**src/dmasf_pkg.sv**
```systemverilog
// Package: register map and field layout of the DMA status flag block
package dmasf_pkg;
   localparam int NUM_CH = 8;
   localparam logic [3:0] ADDR_COLLISION = 4'h0;
   localparam logic [3:0] ADDR_LAST_PP = 4'h1;
   localparam logic [3:0] ADDR_IRQ_MASK = 4'h2;
   localparam int PERIPH_LSB = 8;
   localparam int BUFRAM_LSB = 0;
   localparam int LAST_CH_LSB = 8;
   localparam int PP_LSB = 0;
   localparam logic [3:0] LAST_CH_NONE = 4'hF;
   localparam logic [7:0] FLAGS_RESET = 8'h00;
   localparam logic [15:0] MASK_RESET = 16'h0000;
   localparam logic [15:0] RDATA_ZERO = 16'h0000;
endpackage

```
**src/dmasf_status.sv**
```systemverilog
// DMA status logic: collision flags, last channel, ping-pong status
// Notes on behaviour
// - Peripheral-side collision flag of channel n is bit 8+n of status 0.
// - Buffer-RAM-side collision flag of channel n is bit n of status 0.
// - A flag reads 1 after a collision on its channel and side, 0 at reset.
// - Bits 11..8 of status 1 show the last channel, 1111 until a transfer.
// - Channels 0 to 7 show as their plain binary number, 0000 to 0111.
`timescale 1ns/1ps
module dmasf_status
(
   // Clock and reset
   input wire logic clk_sys,
   input wire logic rst,
   // Register port
   input wire logic [3:0] addr,
   input wire logic [15:0] wdata,
   input wire logic wr,
   input wire logic rd,
   output logic [15:0] rdata,
   // Channel events, same clock domain
   input wire logic [7:0] periph_collision,
   input wire logic [7:0] bufram_collision,
   input wire logic [7:0] transfer_done,
   input wire logic [7:0] pingpong_secondary,
   // Interrupt
   output logic irq
);
   logic [7:0] periph_write_collision_flag;
   logic [7:0] buffer_ram_write_collision_flag;
   logic [3:0] last_active_channel;
   logic [7:0] pingpong_buffer_select_status;
   logic [15:0] irq_mask;
   logic [15:0] next_rdata;
   logic [3:0] next_last;
   logic clr_hit;

   assign clr_hit = wr && (addr == dmasf_pkg::ADDR_COLLISION);

   // Set wins over a write-one clear in the same cycle
   genvar g;
   generate
      for (g = 0; g < dmasf_pkg::NUM_CH; g++)
      begin : g_flag
         always_ff @(posedge clk_sys or posedge rst)
         begin
            if (rst)
            begin
               periph_write_collision_flag[g] <= 1'b0;
               buffer_ram_write_collision_flag[g] <= 1'b0;
            end
            else
            begin
               if (periph_collision[g])
                  periph_write_collision_flag[g] <= 1'b1;
               else if (clr_hit && wdata[dmasf_pkg::PERIPH_LSB + g])
                  periph_write_collision_flag[g] <= 1'b0;
               if (bufram_collision[g])
                  buffer_ram_write_collision_flag[g] <= 1'b1;
               else if (clr_hit && wdata[dmasf_pkg::BUFRAM_LSB + g])
                  buffer_ram_write_collision_flag[g] <= 1'b0;
            end
         end
      end
   endgenerate

   // Set beats clear, so a collision is never lost to a late clear
   chk_periph_set_wins: assert property (
      @(posedge clk_sys) disable iff (rst)
      periph_collision[0] && clr_hit && wdata[dmasf_pkg::PERIPH_LSB]
      |=> periph_write_collision_flag[0])
      else $error("peripheral flag set lost against clear");
   chk_bufram_set_wins: assert property (
      @(posedge clk_sys) disable iff (rst)
      bufram_collision[0] && clr_hit && wdata[dmasf_pkg::BUFRAM_LSB]
      |=> buffer_ram_write_collision_flag[0])
      else $error("buffer RAM flag set lost against clear");
   chk_periph_clear: assert property (
      @(posedge clk_sys) disable iff (rst)
      clr_hit && wdata[dmasf_pkg::PERIPH_LSB + 7] && !periph_collision[7]
      |=> !periph_write_collision_flag[7])
      else $error("peripheral collision flag not cleared");
   chk_bufram_sticky: assert property (
      @(posedge clk_sys) disable iff (rst)
      buffer_ram_write_collision_flag[7] && !clr_hit
      |=> buffer_ram_write_collision_flag[7])
      else $error("buffer RAM flag dropped without clear");

   // Lowest channel wins if several finish together; the engine
   // serialises transfers, so this is only a tie-break
   always_comb
   begin
      next_last = last_active_channel;
      for (int i = dmasf_pkg::NUM_CH - 1; i >= 0; i--)
         if (transfer_done[i])
            next_last = 4'(i);
   end

   always_ff @(posedge clk_sys or posedge rst)
   begin
      if (rst)
         last_active_channel <= dmasf_pkg::LAST_CH_NONE;
      else
         last_active_channel <= next_last;
   end

   chk_last_hold: assert property (
      @(posedge clk_sys) disable iff (rst)
      transfer_done == 8'h00 |=> $stable(last_active_channel))
      else $error("last channel changed without transfer");
   chk_last_chan0: assert property (
      @(posedge clk_sys) disable iff (rst)
      transfer_done[0] |=> last_active_channel == 4'h0)
      else $error("channel 0 not recorded");

   always_ff @(posedge clk_sys or posedge rst)
   begin
      if (rst)
         pingpong_buffer_select_status <= dmasf_pkg::FLAGS_RESET;
      else
         pingpong_buffer_select_status <= pingpong_secondary;
   end

   chk_pingpong_follow: assert property (
      @(posedge clk_sys) disable iff (rst)
      1'b1 |=> pingpong_buffer_select_status == $past(pingpong_secondary))
      else $error("ping-pong status does not follow channel");

   always_ff @(posedge clk_sys or posedge rst)
   begin
      if (rst)
         irq_mask <= dmasf_pkg::MASK_RESET;
      else if (wr && addr == dmasf_pkg::ADDR_IRQ_MASK)
         irq_mask <= wdata;
   end

   chk_mask_write: assert property (@(posedge clk_sys) disable iff (rst)
      wr && addr == dmasf_pkg::ADDR_IRQ_MASK |=> irq_mask == $past(wdata))
      else $error("interrupt mask write lost");

   always_comb
   begin
      next_rdata = dmasf_pkg::RDATA_ZERO;
      case (addr)
         dmasf_pkg::ADDR_COLLISION:
            next_rdata = {periph_write_collision_flag,
                          buffer_ram_write_collision_flag};
         dmasf_pkg::ADDR_LAST_PP:
            next_rdata = {4'h0, last_active_channel,
                          pingpong_buffer_select_status};
         dmasf_pkg::ADDR_IRQ_MASK:
            next_rdata = irq_mask;
         default:
            next_rdata = dmasf_pkg::RDATA_ZERO;
      endcase
   end

   // Read data stands only in the cycle after the strobe
   always_ff @(posedge clk_sys or posedge rst)
   begin
      if (rst)
         rdata <= dmasf_pkg::RDATA_ZERO;
      else if (rd)
         rdata <= next_rdata;
      else
         rdata <= dmasf_pkg::RDATA_ZERO;
   end

   // Idle zero lets software OR several read ports together
   chk_collision_read: assert property (
      @(posedge clk_sys) disable iff (rst)
      rd && addr == dmasf_pkg::ADDR_COLLISION |=> rdata == $past(
      {periph_write_collision_flag, buffer_ram_write_collision_flag}))
      else $error("collision status read mismatch");
   chk_last_read: assert property (
      @(posedge clk_sys) disable iff (rst)
      rd && addr == dmasf_pkg::ADDR_LAST_PP
      |=> rdata[15:8] == {4'h0, $past(last_active_channel)})
      else $error("last channel read mismatch");
   chk_rdata_idle: assert property (@(posedge clk_sys) disable iff (rst)
      !rd |=> rdata == dmasf_pkg::RDATA_ZERO)
      else $error("read data outside read cycle");
   chk_unmapped_read: assert property (@(posedge clk_sys) disable iff (rst)
      rd && addr > dmasf_pkg::ADDR_IRQ_MASK
      |=> rdata == dmasf_pkg::RDATA_ZERO)
      else $error("unmapped read not zero");

   // Registered, so irq lags the flag by one cycle
   always_ff @(posedge clk_sys or posedge rst)
   begin
      if (rst)
         irq <= 1'b0;
      else
         irq <= |({periph_write_collision_flag,
                   buffer_ram_write_collision_flag} & irq_mask);
   end

   chk_irq_follow: assert property (@(posedge clk_sys) disable iff (rst)
      1'b1 |=> irq == $past(|({periph_write_collision_flag,
                               buffer_ram_write_collision_flag} & irq_mask)))
      else $error("interrupt does not follow unmasked flags");

   chk_periph_flag_set: assert property (
      @(posedge clk_sys) disable iff (rst)
      periph_collision[3] |=> periph_write_collision_flag[3])
      else $error("peripheral collision flag not set");
   chk_bufram_flag_set: assert property (
      @(posedge clk_sys) disable iff (rst)
      bufram_collision[5] |=> buffer_ram_write_collision_flag[5])
      else $error("buffer RAM collision flag not set");
   chk_flag_sticky: assert property (
      @(posedge clk_sys) disable iff (rst)
      periph_write_collision_flag[0] && !clr_hit
      |=> periph_write_collision_flag[0])
      else $error("collision flag dropped without clear");
   chk_flag_clear: assert property (
      @(posedge clk_sys) disable iff (rst)
      clr_hit && wdata[0] && !bufram_collision[0]
      |=> !buffer_ram_write_collision_flag[0])
      else $error("collision flag not cleared");
   chk_last_none: assert property (
      @(posedge clk_sys) disable iff (rst)
      last_active_channel != dmasf_pkg::LAST_CH_NONE
      |=> last_active_channel != dmasf_pkg::LAST_CH_NONE)
      else $error("last channel returned to none");
   chk_last_valid: assert property (
      @(posedge clk_sys) disable iff (rst)
      last_active_channel == dmasf_pkg::LAST_CH_NONE
      || last_active_channel < 4'h8)
      else $error("last channel holds reserved code");
   chk_last_code: assert property (
      @(posedge clk_sys) disable iff (rst)
      transfer_done[6] && transfer_done[5:0] == 6'h00
      |=> last_active_channel == 4'h6)
      else $error("last channel code wrong");
   chk_pingpong_read: assert property (
      @(posedge clk_sys) disable iff (rst)
      rd && addr == dmasf_pkg::ADDR_LAST_PP
      |=> rdata[7:0] == $past(pingpong_buffer_select_status))
      else $error("ping-pong read mismatch");
endmodule

```
**config.mk**
```make
export PLATFORM = sky130hd
export DESIGN_NAME = dmasf_status
export DESIGN_NICKNAME = d
export VERILOG_FILES = /design/src/dmasf_pkg.sv /design/src/dmasf_status.sv
export SDC_FILE = /design/constraint.sdc
export NUM_CORES = 1
export LEC_CHECK = 0
export ABC_AREA = 0
export BUFFER_PORTS_ARGS = -buffer_cell sky130_fd_sc_hd__clkbuf_2
export CORE_UTILIZATION = 30
export CTS_BUF_LIST = sky130_fd_sc_hd__clkbuf_8
export DETAILED_ROUTE_END_ITERATION = 8
export PLACE_DENSITY = 0.61
export SYNTH_ARGS = -nofsm -noshare
export SYNTH_HDL_FRONTEND = slang
export SYNTH_SLANG_ARGS = --single-unit
```
**constraint.sdc**
```tcl
create_clock -name clk_sys -period 1.8 [get_ports clk_sys]
set_input_delay 0.18 -clock clk_sys [delete_from_list [all_inputs] [get_ports clk_sys]]
set_output_delay 0.18 -clock clk_sys [all_outputs]
set_load 0.03 [all_outputs]
```
Word level (Yosys, flattened, before mapping)
Cells that the tools add are included.
{ "op_classes": {"add_sub_neg": 0, "multipliers": 0, "div": 0, "n_lt_le_gt_ge": 0, "n_eq_ne": 2, "shifts": 0, "n_mux": 42, "n_bitwise": 1, "n_reduce_logical": 37} }
{ "op_table": {"columns": ["operator", "n"], "rows": [
  ["$pmux W16 S3", 1],
  ["$mux W1", 32],
  ["$mux W4", 8],
  ["$reduce_bool A2 Y1", 16],
  ["$logic_and A1 B1 Y1", 18],
  ["$and A16 B16 Y16", 1],
  ["$mux W16", 1],
  ["$reduce_or A16 Y1", 1],
  ["$reduce_bool A8 Y1", 1],
  ["$eq A4 B1 Y1 const B", 1],
  ["$eq A4 B2 Y1 const B", 1],
  ["$logic_not A4 Y1", 1]
]} }
{ "word_totals": {"regBits": 61, "latch_bits": 0, "mem_bits_rw": 0, "romBits": 0, "memories": 0} }

Longest topological paths before layout
{ "logic_depth": {"word_depth": 8, "ltp_mapped": 5} }

Worst setup path after synthesis
OpenSTA, ideal clock, no wires.
{ "synth_timing": {"kind": "input-to-reg", "start": "in addr[0]", "end": "reg irq_mask[0]", "setup_time_ps": 125, "arrival_ps": 1337, "t_required_ps": 1675, "slack_ps": 338, "path_stages": 5, "cell_sequence": "buf_6 > nor4b_4 > nand2_4 > buf_6 > mux2_4"} }
{ "synth_between": {"elab_chain_len": 2} }
{ "synth_rtl": {"columns": ["item", "line_no", "text"], "rows": [
  ["start, declared", "dmasf_status.sv:15", "input wire logic [3:0] addr,"],
  ["$eq A4 B2 Y1", "dmasf_status.sv:132", "else if (wr && addr == dmasf_pkg::ADDR_IRQ_MASK)"],
  ["$logic_and A1 B1 Y1", "dmasf_status.sv:132", null],
  ["end signal, assigned", "dmasf_status.sv:131", "irq_mask <= dmasf_pkg::MASK_RESET;"],
  ["end signal, assigned", "dmasf_status.sv:133", "irq_mask <= wdata;"],
  ["end, declared", "dmasf_status.sv:32", "logic [15:0] irq_mask;"]
]} }
No other way between the ends.
A chain may end at the register's enable or synchronous reset.

Worst setup path after layout
{ "layout_timing": {"start": "in transfer_done[0]", "end": "reg last_active_channel[0]"} }
{ "layout_between": {"elab_chain_len": 1} }
{ "layout_rtl": {"columns": ["item", "line_no", "text"], "rows": [
  ["start, declared", "dmasf_status.sv:23", "input wire logic [7:0] transfer_done,"],
  ["$reduce_bool A8 Y1 (no line) / $mux W4 (equally long branches)", null, null],
  ["end signal, assigned", "dmasf_status.sv:101", "last_active_channel <= dmasf_pkg::LAST_CH_NONE;"],
  ["end signal, assigned", "dmasf_status.sv:103", "last_active_channel <= next_last;"],
  ["end, declared", "dmasf_status.sv:30", "logic [3:0] last_active_channel;"]
]} }
Parallel ways exist; a longest one is shown, timed or not.

==> metrics.cfg <==
[layout]
layout-drive-gt1-share_pct = 44.9
area_growth_pct = 31.1
fin_nets = 343
multi_input_area_um2 = 955
antenna_cells = 0
final-seq-area_mm2 = 0.00153
nFillCells = 811

[route]
drt-vias-per-instance = 4.86
drc = 0
ant_nets = 0
wire_per_inst_um = 15.4
drt-total-wl_um = 6100
drtIter0Drc = 65
vias = 1929
dr.pass1.iters = 4

[synthesis]
ys_seq_elements = 61
yosys_warnings = 0
synth_edf_count = 0
syn_area_per_cell_um2 = 13.0
synth_area_leaders = dfrtp_1, mux2_2, mux2_4, a21o_1, a22oi_1
synth_ff_type = dfrtp_1
synthMostInstantiatedCell = dfrtp_1
synth_top_area_share_pct = 56.2
synthTopCellsByCount = dfrtp_1, nor2_1, mux2_2
synth_top_cell_by_area = dfrtp_1
synthArstFlopShare_pct = 100
synth_cell_types = 24
synthCells = 195
synth_area_mm2 = 0.00254
ys_seq_area_share_pct = 60.3
synth_fp_nets = 251

[critical_path]
critPathRequiredTime_ns = 2.06
arrival_ns = 1.67
path_cells = dlygate4sd3_1 > clkbuf_2 > or4_1 > nor3_1 > nor3_1
cp_slowest_stage_delay_ns = 0.60
crit_path_top_delay_cell = or4_1
path_max_fanout = 4
path_class = primary input to flop
critPathCaptureType = flop
crit_top_cell = nor3_1
start_kind = primary input

[run_status]
outcome = finished, final reports clean

[floorplanning]
die_y_um = 94.0
io_pins = 73
initial_core_util_pct = 30.9
placeableCoreArea_mm2 = 0.00822
dieArea_mm2 = 0.00884
rows = 33
die_width_um = 94.0

[timing]
final_max_slew_viol_count = 0
fin_setup_tns_ns = 0
period_needed_ns = 1.41
skew_ns = 0.00757
max_freq_ghz = 0.708
final_hold_viol_count = 0
tightestPinTransition_ns = 0.449
grt_setup_unrepaired = false
fin_crit_sh_pct = 78.4
slew_headroom_pct = 70.0
final.setup.worst_slack_ns = 0.388
setup_viol = 0

[global_routing]
grt_overflow = 0
grt_usage_pct = 15.1
antenna_found_initial = 0
grt_max_degree = 28
grt_pass1_vias = 2036
grt_first_pass_wirelength_um = 9850

[cts]
cts_tree = done
clk_path_buf_depth = 2
clock_latency_ns = 0.33
cts_resized = 0
htreeDepth = 3
numCtsBuffers = 9
cts-root-buf = clkbuf_8
clkSinkCount = 61
clkTransAtPathRegs_ns = 0.07

[placement]
place_hpwl_um = 4280
portBuffers = 72
gp_routability_congestion = 0.723
post-place-ws_ns = 0.286

[power]
pwr-share-clk_pct = 33.5
p_int_mw = 2.19
seqPwrFrac_pct = 53.1
power_density_mw_per_mm2 = 880
power_switching_uw = 743
vdd_drop_max_mv = 0.494
power.leakage_nw = 1.49
power_mw = 2.93
p_sw_share_pct = 25.4
pwr-share-comb_pct = 13.3

[flow_run]
max_cap_violations = 0

[min_path]
hp-class = primary input to flop

[worst paths after layout]
check / from / slack (ns) / cells past startpoint / end
max: transfer_done[0] / 0.39 / 5 / last_active_channel[0]
min: bufram_collision[1] / 0.03 / 2 / buffer_ram_write_collision_flag[1]
max reg2reg: periph_write_collision_flag[5] / 0.53 / 3 / irq
min reg2reg: last_active_channel[3] / 0.46 / 2 / last_active_channel[3]
max in group asynchronous: rst / 0.76 / 4 / last_active_channel[3]
min in group asynchronous: rst / 0.39 / 3 / irq_mask[15]
[cell type report]
cell class / instances / share of cell area, %
flip-flops and latches: 61 / 46.0
multi-input cells: 121 / 28.7
well taps: 105 / 3.94
clock buffers: 9 / 3.72
repair buffers: 91 / 16.3
inverters: 3 / 0.338
clock inverters: 7 / 1.05
[per-layer routing]
metal / wire (um) / up-vias / global-route usage, %
met5: 0 / - / 0
met4: 68 / 0 / 4.62
met3: 326 / 7 / 4.94
met2: 3000 / 59 / 25.1
met1: 2710 / 961 / 18.5
li1: - / 902 / -
[cells in the final DEF, fill, tap and decap left out, types with 2 or more instances in the layout]
cell type	n
buf_4	7
clkbuf_2	72
nor2_1	20
a22oi_1	16
clkinv_2	4
a221oi_1	5
mux2_2	18
or4_1	2
dfrtp_1	57
nor3_1	5
dfstp_2	4
a21o_1	16
inv_1	4
a22o_1	4
nand3_1	16
dlygate4sd3_1	11
clkbuf_8	9
mux2_4	10
[sequential cells by signal, indices dropped and copies added (netlist names)]
name	count
rdata	16
buffer_ram_write_collision_flag	8
pingpong_buffer_select_status	8
irq_mask	16
irq	1
periph_write_collision_flag	8
last_active_channel	4
[cell families (layout without fill, tap and decap cells)]
| kind of cell | Yosys count | in the layout | synth area share (%) |
|---|---|---|---|
| DFF | 61 | 61 | 60.3 |
| and+or+nand+nor | 51 | 51 | 10.4 |
| AOI/OAI and AO/OA | 42 | 42 | 12.9 |
| muxes | 28 | 28 | 13.9 |
| buffers and inverters | 13 | 110 | 2.56 |
[stage by stage]
step / hold slack, ns / std cells / utilization [%] / instance area [um2]
finish: 0.0257 / 397 / 40.5 / 3330
global placement: 0.201 / 370 / 37.3 / 3060
floorplan: 0.211 / 195 / - / 2540
CTS: 0.00783 / 397 / 40.5 / 3330
global route: 0.00389 / 397 / 40.5 / 3330
detailed placement: 0.201 / 370 / 37.3 / 3060
[power groups by stage]
stage / Sequential (mW) / Clock (mW) / Combinational [mW]
after floorplan: 1.56 / 0 / 0.240
after global placement: 1.58 / 0 / 0.371
after detailed placement: 1.58 / 0 / 0.379
after CTS: 1.56 / 1.02 / 0.398
after global routing: 1.57 / 1.09 / 0.429
final: 1.56 / 0.983 / 0.391
[worst max-delay path, delay by kind of cell]
kind,cells,cell delay (ns)
AND/OR/NAND/NOR,3,0.83
buffers and inverters,2,0.65
[what timing repair did]
action,in CTS,in global routing
hold buffers,11,0
endpoints found under the hold margin,27,0
buffers inserted,0,0
Power figures use the tool's default switching activity.
